<file path="config.mk">
export PLATFORM = sky130hd
export DESIGN_NAME = lsir_top
export DESIGN_NICKNAME = d
export VERILOG_FILES = /design/src/verilog/lsir_pkg.sv /design/src/verilog/lsir_top.sv
export SDC_FILE = /design/constraint.sdc
export NUM_CORES = 1
export LEC_CHECK = 0
export BUFFER_PORTS_ARGS = -buffer_cell sky130_fd_sc_hd__clkbuf_2
export CAP_MARGIN = 20
export CORE_UTILIZATION = 35
export DETAILED_ROUTE_END_ITERATION = 8
export HOLD_SLACK_MARGIN = 0.15
export REMOVE_ABC_BUFFERS = 1
export SYNTH_ARGS = -nofsm -noshare
export SYNTH_HDL_FRONTEND = slang
export SYNTH_SLANG_ARGS = --single-unit
export TNS_END_PERCENT = 5
</file>
<file path="constraint.sdc">
create_clock -name ref_clk_i -period 1.6 [get_ports ref_clk_i]
set_clock_uncertainty 0.05 [all_clocks]
set_input_delay 0.32 -clock ref_clk_i [delete_from_list [all_inputs] [get_ports ref_clk_i]]
set_output_delay 0.32 -clock ref_clk_i [all_outputs]
set_load 0.01 [all_outputs]
</file>
<file path="src/verilog/lsir_pkg.sv">
// package: register map, field layout and carriers for the link status and interrupt block
package lsir_pkg;

  // ==========================================================
  // register byte offsets
  localparam logic [7:0] LSIR_CTRL_OFS = 8'h04;
  localparam logic [7:0] LSIR_STATUS_OFS = 8'h08;
  localparam logic [7:0] LSIR_PVEC_OFS = 8'h0C;
  localparam logic [7:0] LSIR_ISR_OFS = 8'h10;
  localparam logic [7:0] LSIR_PEND_OFS = 8'h14;

  // ==========================================================
  // field positions
  localparam int LSIR_CTRL_LOCAL_BIT = 14;
  localparam int LSIR_CTRL_EN_BIT = 13;
  localparam int LSIR_CTRL_VEC_LSB = 8;
  localparam int LSIR_ST_RXW_LSB = 24;
  localparam int LSIR_ST_TXW_LSB = 20;
  localparam int LSIR_ST_RTM_BIT = 11;
  localparam int LSIR_ST_INFC_BIT = 10;
  localparam int LSIR_ST_OUTFC_BIT = 9;
  localparam int LSIR_ST_REMERR_BIT = 8;
  localparam int LSIR_ST_LOCERR_BIT = 7;
  localparam int LSIR_ST_FIFO_LSB = 3;
  localparam int LSIR_ST_MREQ_BIT = 2;
  localparam int LSIR_ST_SREQ_BIT = 1;
  localparam int LSIR_ST_LINK_BIT = 0;
  localparam int LSIR_PV_NONE_BIT = 31;

  // ==========================================================
  // reset values
  localparam logic [31:0] LSIR_WORD_RST = 32'h0000_0000;
  localparam logic [4:0] LSIR_VEC_RST = 5'h00;

  // ==========================================================
  // carriers
  typedef struct packed {
    logic [7:0] addr;
    logic [31:0] wdata;
    logic wr;
    logic rd;
  } lsir_bus_s;

  typedef struct packed {
    logic [3:0] rx_lanes;
    logic [3:0] tx_lanes;
    logic [3:0] fifo_ne;
    logic mst_req;
    logic slv_req;
    logic link_up;
  } lsir_link_s;

  typedef struct packed {
    logic fc_on_rx;
    logic fc_off_rx;
    logic fc_on_tx;
    logic fc_off_tx;
    logic err_char_rx;
    logic pkt_err;
  } lsir_evt_s;

  typedef struct packed {
    logic intr_local;
    logic intr_en;
    logic [4:0] intr_vec;
  } lsir_ctrl_s;

  typedef struct packed {
    lsir_ctrl_s ctrl;
    logic in_fc;
    logic out_fc;
    logic rem_err;
    logic loc_err;
    logic [31:0] pend;
    logic [31:0] isr;
    logic [31:0] rdata;
    logic irq;
  } lsir_state_s;

  // lowest set bit wins: bit 0 is the most urgent vector
  function automatic logic [4:0] lsir_first(input logic [31:0] v);
    logic [4:0] idx;
    idx = LSIR_VEC_RST;
    for (int i = 31; i >= 0; i--) begin
      if (v[i]) begin
        idx = 5'(i);
      end
    end
    return idx;
  endfunction

endpackage

</file>
<file path="src/verilog/lsir_top.sv">
// module: link status register, local interrupt status and priority vector logic
//
// Overview of operation
// RULE_01: status bits 27:24 show detected receive lane count, read only.
// RULE_02: status bits 23:20 show detected transmit lane count, read only.
// RULE_03: retiming option present bit 11 always reads zero.
// RULE_04: received flow-control enable sets bit 10 and stalls transmit until disable.
// RULE_05: sent flow-control enable sets bit 9, cleared by sent disable.
// RULE_06: received error control character sets bit 8; writing one clears it.
// RULE_07: inbound packet error sets bit 7; writing one clears it.
// RULE_08: error bit setting raises a module status interrupt only when enabled.
// RULE_09: bits 6 and 5 show slave outbound and read-return fifos not empty.
// RULE_10: bits 4 and 3 show master inbound and read-return fifos not empty.
// RULE_11: bits 2 and 1 show pending master and slave bus requests.
// RULE_12: bit 0 shows serial link initialisation has completed.
// RULE_13: reserved bits read zero and ignore writes.
// RULE_14: priority vector read returns lowest-numbered pending status bit in 4:0.
// RULE_15: priority vector bit 31 reads zero when anything pending, else one.
// RULE_16: priority vector write clears the status bit numbered by wdata 4:0.
// RULE_17: interrupt status register is write-one-to-clear; zeros leave bits alone.
// RULE_18: in local mode level interrupt is high while any status bit is set.
// RULE_19: enabled module status interrupt posts at the control vector bit position.
// RULE_20: local bit posts interrupts locally when set, forwards to peer when clear.
// RULE_21: in local mode pending/set bits merge into status, then pending clears.
// RULE_22: with nothing pending vector field 4:0 reads zero; writing it changes nothing.
`timescale 1ns/1ps
`default_nettype none

module lsir_top
  import lsir_pkg::*;
(
  // clock and reset
  input wire logic ref_clk_i,
  input wire logic nrst_i,
  // register port
  input wire lsir_bus_s bus_i,
  output logic [31:0] rdata_o,
  // link side status levels and event pulses
  input wire lsir_link_s link_i,
  input wire lsir_evt_s evt_i,
  // peer forwarding of pending interrupts
  input wire logic fwd_ack_i,
  output logic [31:0] fwd_bits_o,
  output logic fwd_req_o,
  // flow control and interrupt
  output logic tx_stall_o,
  output logic level_irq_out_o
);

  // ==========================================================
  // state
  lsir_state_s st_r;
  lsir_state_s st_nxt;
  logic wr_ctrl;
  logic wr_status;
  logic wr_pvec;
  logic wr_isr;
  logic wr_pend;
  logic rem_set;
  logic loc_set;
  logic sts_evt;
  logic [31:0] isr_clr;
  logic [31:0] isr_set;
  logic [31:0] pend_set;
  logic [31:0] status_word;
  logic [31:0] pvec_word;

  always_comb begin
    st_nxt = st_r;
    wr_ctrl = bus_i.wr && (bus_i.addr == LSIR_CTRL_OFS);
    wr_status = bus_i.wr && (bus_i.addr == LSIR_STATUS_OFS);
    wr_pvec = bus_i.wr && (bus_i.addr == LSIR_PVEC_OFS);
    wr_isr = bus_i.wr && (bus_i.addr == LSIR_ISR_OFS);
    wr_pend = bus_i.wr && (bus_i.addr == LSIR_PEND_OFS);

    // control
    if (wr_ctrl) begin
      st_nxt.ctrl.intr_local = bus_i.wdata[LSIR_CTRL_LOCAL_BIT];
      st_nxt.ctrl.intr_en = bus_i.wdata[LSIR_CTRL_EN_BIT];
      st_nxt.ctrl.intr_vec = bus_i.wdata[LSIR_CTRL_VEC_LSB +: 5];
    end

    // flow control: set wins when both symbols land together
    if (evt_i.fc_on_rx) begin
      st_nxt.in_fc = 1'b1; // RULE_04
    end else if (evt_i.fc_off_rx) begin
      st_nxt.in_fc = 1'b0; // RULE_04
    end
    if (evt_i.fc_on_tx) begin
      st_nxt.out_fc = 1'b1; // RULE_05
    end else if (evt_i.fc_off_tx) begin
      st_nxt.out_fc = 1'b0; // RULE_05
    end

    // error flags: hardware set beats software clear
    rem_set = evt_i.err_char_rx && !st_r.rem_err;
    loc_set = evt_i.pkt_err && !st_r.loc_err;
    if (wr_status && bus_i.wdata[LSIR_ST_REMERR_BIT]) begin
      st_nxt.rem_err = 1'b0; // RULE_06
    end
    if (wr_status && bus_i.wdata[LSIR_ST_LOCERR_BIT]) begin
      st_nxt.loc_err = 1'b0; // RULE_07
    end
    if (evt_i.err_char_rx) begin
      st_nxt.rem_err = 1'b1; // RULE_06
    end
    if (evt_i.pkt_err) begin
      st_nxt.loc_err = 1'b1; // RULE_07
    end

    // a status interrupt fires on the flag's rising edge, not per event
    sts_evt = (rem_set || loc_set) && st_r.ctrl.intr_en; // RULE_08
    pend_set = '0;
    if (sts_evt) begin
      pend_set[st_r.ctrl.intr_vec] = 1'b1; // RULE_19
    end
    if (wr_pend) begin
      pend_set = pend_set | bus_i.wdata;
    end

    // pending/set: merged locally or held for the peer
    if (st_r.ctrl.intr_local) begin
      isr_set = st_r.pend; // RULE_21
      st_nxt.pend = pend_set; // RULE_20
    end else begin
      isr_set = '0;
      st_nxt.pend = (st_r.pend & ~({32{fwd_ack_i}})) | pend_set; // RULE_20
    end

    // status/clear: write-one-to-clear plus clear by vector number
    isr_clr = '0;
    if (wr_isr) begin
      isr_clr = bus_i.wdata; // RULE_17
    end
    if (wr_pvec) begin
      isr_clr[bus_i.wdata[4:0]] = 1'b1; // RULE_16 RULE_22
    end
    st_nxt.isr = (st_r.isr & ~isr_clr) | isr_set; // RULE_17
    st_nxt.irq = st_nxt.ctrl.intr_local && (st_nxt.isr != '0); // RULE_18

    // read words
    status_word = LSIR_WORD_RST; // RULE_13
    status_word[LSIR_ST_RXW_LSB +: 4] = link_i.rx_lanes; // RULE_01
    status_word[LSIR_ST_TXW_LSB +: 4] = link_i.tx_lanes; // RULE_02
    status_word[LSIR_ST_RTM_BIT] = 1'b0; // RULE_03
    status_word[LSIR_ST_INFC_BIT] = st_r.in_fc; // RULE_04
    status_word[LSIR_ST_OUTFC_BIT] = st_r.out_fc; // RULE_05
    status_word[LSIR_ST_REMERR_BIT] = st_r.rem_err;
    status_word[LSIR_ST_LOCERR_BIT] = st_r.loc_err;
    status_word[LSIR_ST_FIFO_LSB +: 4] = link_i.fifo_ne; // RULE_09 RULE_10
    status_word[LSIR_ST_MREQ_BIT] = link_i.mst_req; // RULE_11
    status_word[LSIR_ST_SREQ_BIT] = link_i.slv_req; // RULE_11
    status_word[LSIR_ST_LINK_BIT] = link_i.link_up; // RULE_12

    pvec_word = LSIR_WORD_RST; // RULE_13
    pvec_word[4:0] = lsir_first(st_r.isr); // RULE_14 RULE_22
    pvec_word[LSIR_PV_NONE_BIT] = (st_r.isr == '0); // RULE_15

    // read data stand only in the cycle after the strobe
    st_nxt.rdata = LSIR_WORD_RST;
    if (bus_i.rd) begin
      unique case (bus_i.addr)
        LSIR_CTRL_OFS: begin
          st_nxt.rdata[LSIR_CTRL_LOCAL_BIT] = st_r.ctrl.intr_local;
          st_nxt.rdata[LSIR_CTRL_EN_BIT] = st_r.ctrl.intr_en;
          st_nxt.rdata[LSIR_CTRL_VEC_LSB +: 5] = st_r.ctrl.intr_vec;
        end
        LSIR_STATUS_OFS: begin
          st_nxt.rdata = status_word;
        end
        LSIR_PVEC_OFS: begin
          st_nxt.rdata = pvec_word;
        end
        LSIR_ISR_OFS: begin
          st_nxt.rdata = st_r.isr;
        end
        LSIR_PEND_OFS: begin
          st_nxt.rdata = st_r.pend;
        end
        default: begin
          st_nxt.rdata = LSIR_WORD_RST;
        end
      endcase
    end
  end

  always_ff @(posedge ref_clk_i or negedge nrst_i) begin
    if (!nrst_i) begin
      st_r <= '0;
    end else begin
      st_r <= st_nxt;
    end
  end

  // ==========================================================
  // outputs
  assign rdata_o = st_r.rdata;
  assign tx_stall_o = st_r.in_fc; // RULE_04
  assign level_irq_out_o = st_r.irq; // RULE_18
  assign fwd_bits_o = st_r.ctrl.intr_local ? '0 : st_r.pend;
  assign fwd_req_o = !st_r.ctrl.intr_local && (st_r.pend != '0); // RULE_20
endmodule

`default_nettype wire

</file>
== Yosys cells after proc, flatten, opt, wreduce, memory -nomap -nowiden ==
Cells that the tools add are included.

* Order comparisons: 4
* Eq/ne operators: 5
* Muxes and demuxes: 56
* Bitwise gates (word level): 8
* Reductions and logical operators: 25

{| class="wikitable"
|+ Operator list
! operator !! number
|-
| $mux 32 || 8
|-
| $mux 5 || 32
|-
| $or 32x32->32 || 4
|-
| $pmux 17 s4 || 1
|-
| $and 32x32->32 || 2
|-
| $not 32->32 || 2
|-
| $reduce_bool 32->1 || 2
|-
| $logic_not 32->1 || 1
|-
| $pmux 8 s4 || 1
|-
| $pmux 7 s4 || 1
|-
| $eq 8x4->1 const B || 2
|-
| $eq 8x5->1 const B || 2
|-
| $logic_and 1x1->1 || 14
|-
| $lt 5x6->1 const B || 2
|-
| $demux 1 s5 || 2
|-
| $ge 5x1->1 const B || 2
|-
| $mux 1 || 10
|-
| $eq 8x3->1 const B || 1
|-
| $reduce_bool 2->1 || 4
|-
| $mux 7 || 1
|-
| $logic_not 1->1 || 3
|-
| $logic_or 1x1->1 || 1
|}

* Register bits: 108
* Input bits: 66
* Output and inout port bits: 67
* Word-level logic and storage cells: 109

== Longest topological paths before layout ==
* Word-level depth: 34
* Mapped depth: 10
* Depth with buffers taken out: 7

== Worst setup path before layout ==
Ideal clock, no wire load.

* Path type: input port to flip-flop
* Start point: input port bus_i[35] (netlist bit)
* End point: register st_r (netlist bit level_irq_out_o)
* Data arrival time: 2267 ps
* Setup slack: -836 ps
* Stages on the path: 9
* Path buffers: 2
* Cell sequence: or3_1 buf_4 nor4_4 clkbuf_1 nand2_1 a32o_1 nor4_1 nand4_1 o21a_1

{| class="wikitable"
|+ RTL lines
! item !! line !! text
|-
| start, declared || lsir_top.sv:36 || <nowiki>input wire lsir_bus_s bus_i,</nowiki>
|-
| end signal, assigned || lsir_top.sv:191 || <nowiki>st_r <= st_nxt;</nowiki>
|-
| end, declared || lsir_top.sv:52 || <nowiki>lsir_state_s st_r;</nowiki>
|}

==> out/metrics.yaml <==
sta:
  period_needed_ps: 2250
  slew_headroom_pct: 67.6
  max_freq_ghz: 0.444
  finalMaxSlewViolations: 0
  fin_tns_setup_ps: -13380
  period_share_pct: 141
  finalSetupViolCount: 111
  tightest_slew_ps: 487
  finalHoldViolCount: 0
  setup_ws_ps: -654
  rsz0062_at_grt: "true"
status:
  violations: "negative setup slack"
  status: "finished, violations left"
clocking:
  clkLatencyLatePin_ps: 360
  cts_buffers: 9
  clk_pin_slew_ps: 80
  clk_path_buf_depth: 2
  cts_sinks: 108
  cts_root_buf: "clkbuf_16"
  cts_tree: "built"
  cts-htree-levels: 3
synth:
  synth_cell_types: 55
  synth_area_per_cell_um2: 9.46
  ys_ff_latch: 108
  synth.most_common_cell: "dfrtp_1"
  syn-cell-area_um2: 6010
  ys_seq_area_share_pct: 45.0
  synth_area_leaders: "dfrtp_1, a22oi_1, buf_4"
  synth-async-reset-ratio_pct: 100
  synthCells: 635
  synth_top_area_share_pct: 45.0
  synth_common_cells: "dfrtp_1, nor2_1, nand2_1"
  ys.warnings.count: 0
  synth_edf_count: 0
  synth-main-ff-cell: "dfrtp_1"
  synth_top_area_cell: "dfrtp_1"
global_routing:
  grt_pass1_wl_mm: 35.2
  antenna_found_initial: 0
  overflow: 0
  gr-usage-all-layers_pct: 26.2
  grt_start_max_net_pins: 56
  grt_pass1_vias: 6054
floorplanning:
  initial_utilization_pct: 36.1
  die_area_um2: 17700
  die_w_um: 133
  die_height_um: 133
  core-area_um2: 16600
  rows: 47
  ios: 133
final_layout:
  nNetsFinal: 928
  areaGrowthSynthToFinish_pct: 45.0
  num_antenna_cells: 0
  fin_area_um2: 8710
  drive_gt1_share_pct: 47.6
  utilization_pct: 52.3
placed_design:
  portBuffers: 132
  routabilityCongestion: 0.957
  pre_cts_slack_ps: -1210
  post_dp_cell_area_um2: 7730
  hpwl_mm: 16.5
route:
  wire_per_inst_um: 21.4
  finalWirelength_mm: 23.2
  drtAntennaViolNets: 0
  dr.pass1.iters: 5
  route.detailed.drc: 0
  num_vias: 6128
  viasPerCell: 5.64
  drtIter0Drc: 505
job:
  cap_violations: 0
worst_setup_path:
  rr_endpoint: "rdata_o[1]$_DFF_PN0_"
  r2r_slack_ps: -210
  critPathArrivalTime_ps: 2460
  required_ps: 1810
  critPathKind: "in -> reg"
  r2r_cells: 7
  r2r_start: "st_r[63]$_DFF_PN0_"
  end_kind: "flop"
  crit_path_start_kind: "primary input"
  crit_fanout: 8
power:
  total_leakage_power_nw: 4.14
  finalPower_mw: 6.05
  p_per_area_nw_per_um2: 694
  vdd_drop_max_mv: 0.565
min_path:
  hold_start: "evt_i[2]"
  min_path_type: "in -> reg"
  hold_depth: 3
  min_to: "st_r[99]$_DFFE_PN0P_"
## worst max-delay path by stage
stage	start	depth (start not counted)	end
final	bus_i[39]	10	level_irq_out_o$_DFF_PN0_
after global routing	bus_i[39]	10	level_irq_out_o$_DFF_PN0_
after CTS	bus_i[38]	10	level_irq_out_o$_DFF_PN0_
after detailed placement	bus_i[38]	10	level_irq_out_o$_DFF_PN0_
after global placement	bus_i[38]	10	level_irq_out_o$_DFF_PN0_
after floorplan	bus_i[35]	6	st_r[95]$_DFF_PN0_
## critical path, stage by stage
cell,delay [ps]
clkbuf_2,80
or3_4,430
buf_12,170
nor4_4,290
buf_6,190
nand2_1,60
a32o_2,290
nor4_4,310
nand4_1,120
o21a_1,200
## where the power goes
group | internal, mW | switching [mW] | leakage, nW | total, mW
Clock | 1.54 | 1.08 | 0.163 | 2.62
Sequential | 2.75 | 0.0333 | 1.45 | 2.79
Combinational | 0.273 | 0.370 | 2.53 | 0.643
## metal layers
| metal | up-vias | wire length (um) | GRT usage (%) |
|---|---|---|---|
| li1 | 2778 | - | - |
| met1 | 3023 | 10200 | 36.1 |
| met3 | 44 | 1690 | 4.52 |
| met5 | - | 0 | 0 |
| met4 | 0 | 777 | 12.0 |
| met2 | 283 | 10500 | 40.2 |
## placed cells by master (no fill, tap or decap), drive strengths merged, types with 26 or more instances in the layout
| cell | Yosys | final |
|---|---|---|
| nor4 | 27 | 27 |
| a32o | 26 | 26 |
| dfrtp | 108 | 108 |
| nand2 | 65 | 65 |
| nor2 | 66 | 66 |
| clkbuf | 24 | 114 |
| a22oi | 54 | 54 |
| buf | 48 | 181 |
| nor2b | 35 | 35 |
| o21ai | 40 | 40 |
## cells by family after synthesis
kind of cell | after synthesis | synth area share, %
compound gates | 176 | 21.1
simple gates | 245 | 22.1
flops | 108 | 45.0
xor+xnor | 1 | 0.146
mux | 23 | 4.14
buf+inv | 82 | 7.52
## metrics by stage
stage          cells  hold slack [ps]
3_3_place_gp    1058              187
2_1_floorplan    563            -25.6
6_report        1087              159
3_5_place_dp    1058              186
5_1_grt         1087              184
4_1_cts         1083              152
## area by class of cell
cell class	count	area, um2
clock buffer	10	229
clock inverter	6	111
fill	1506	7930
inverter	10	37.5
multi-input combinational	445	3200
sequential	108	2710
tap	220	275
timing repair buffer	288	2150
## state kept, by name, indices dropped and copies added, names as in the netlist
name / cells
st_r: 74
level_irq_out_o: 1
rdata_o: 32
tx_stall_o: 1
## what timing repair did
action	CTS	global route
resized for setup	99	91
hold buffers	3	0
pin swaps	10	31
endpoints found under the setup margin	130	135
gates cloned	2	1
endpoints found under the hold margin	58	0
buffers inserted	4	6
Power figures use the tool's default switching activity.
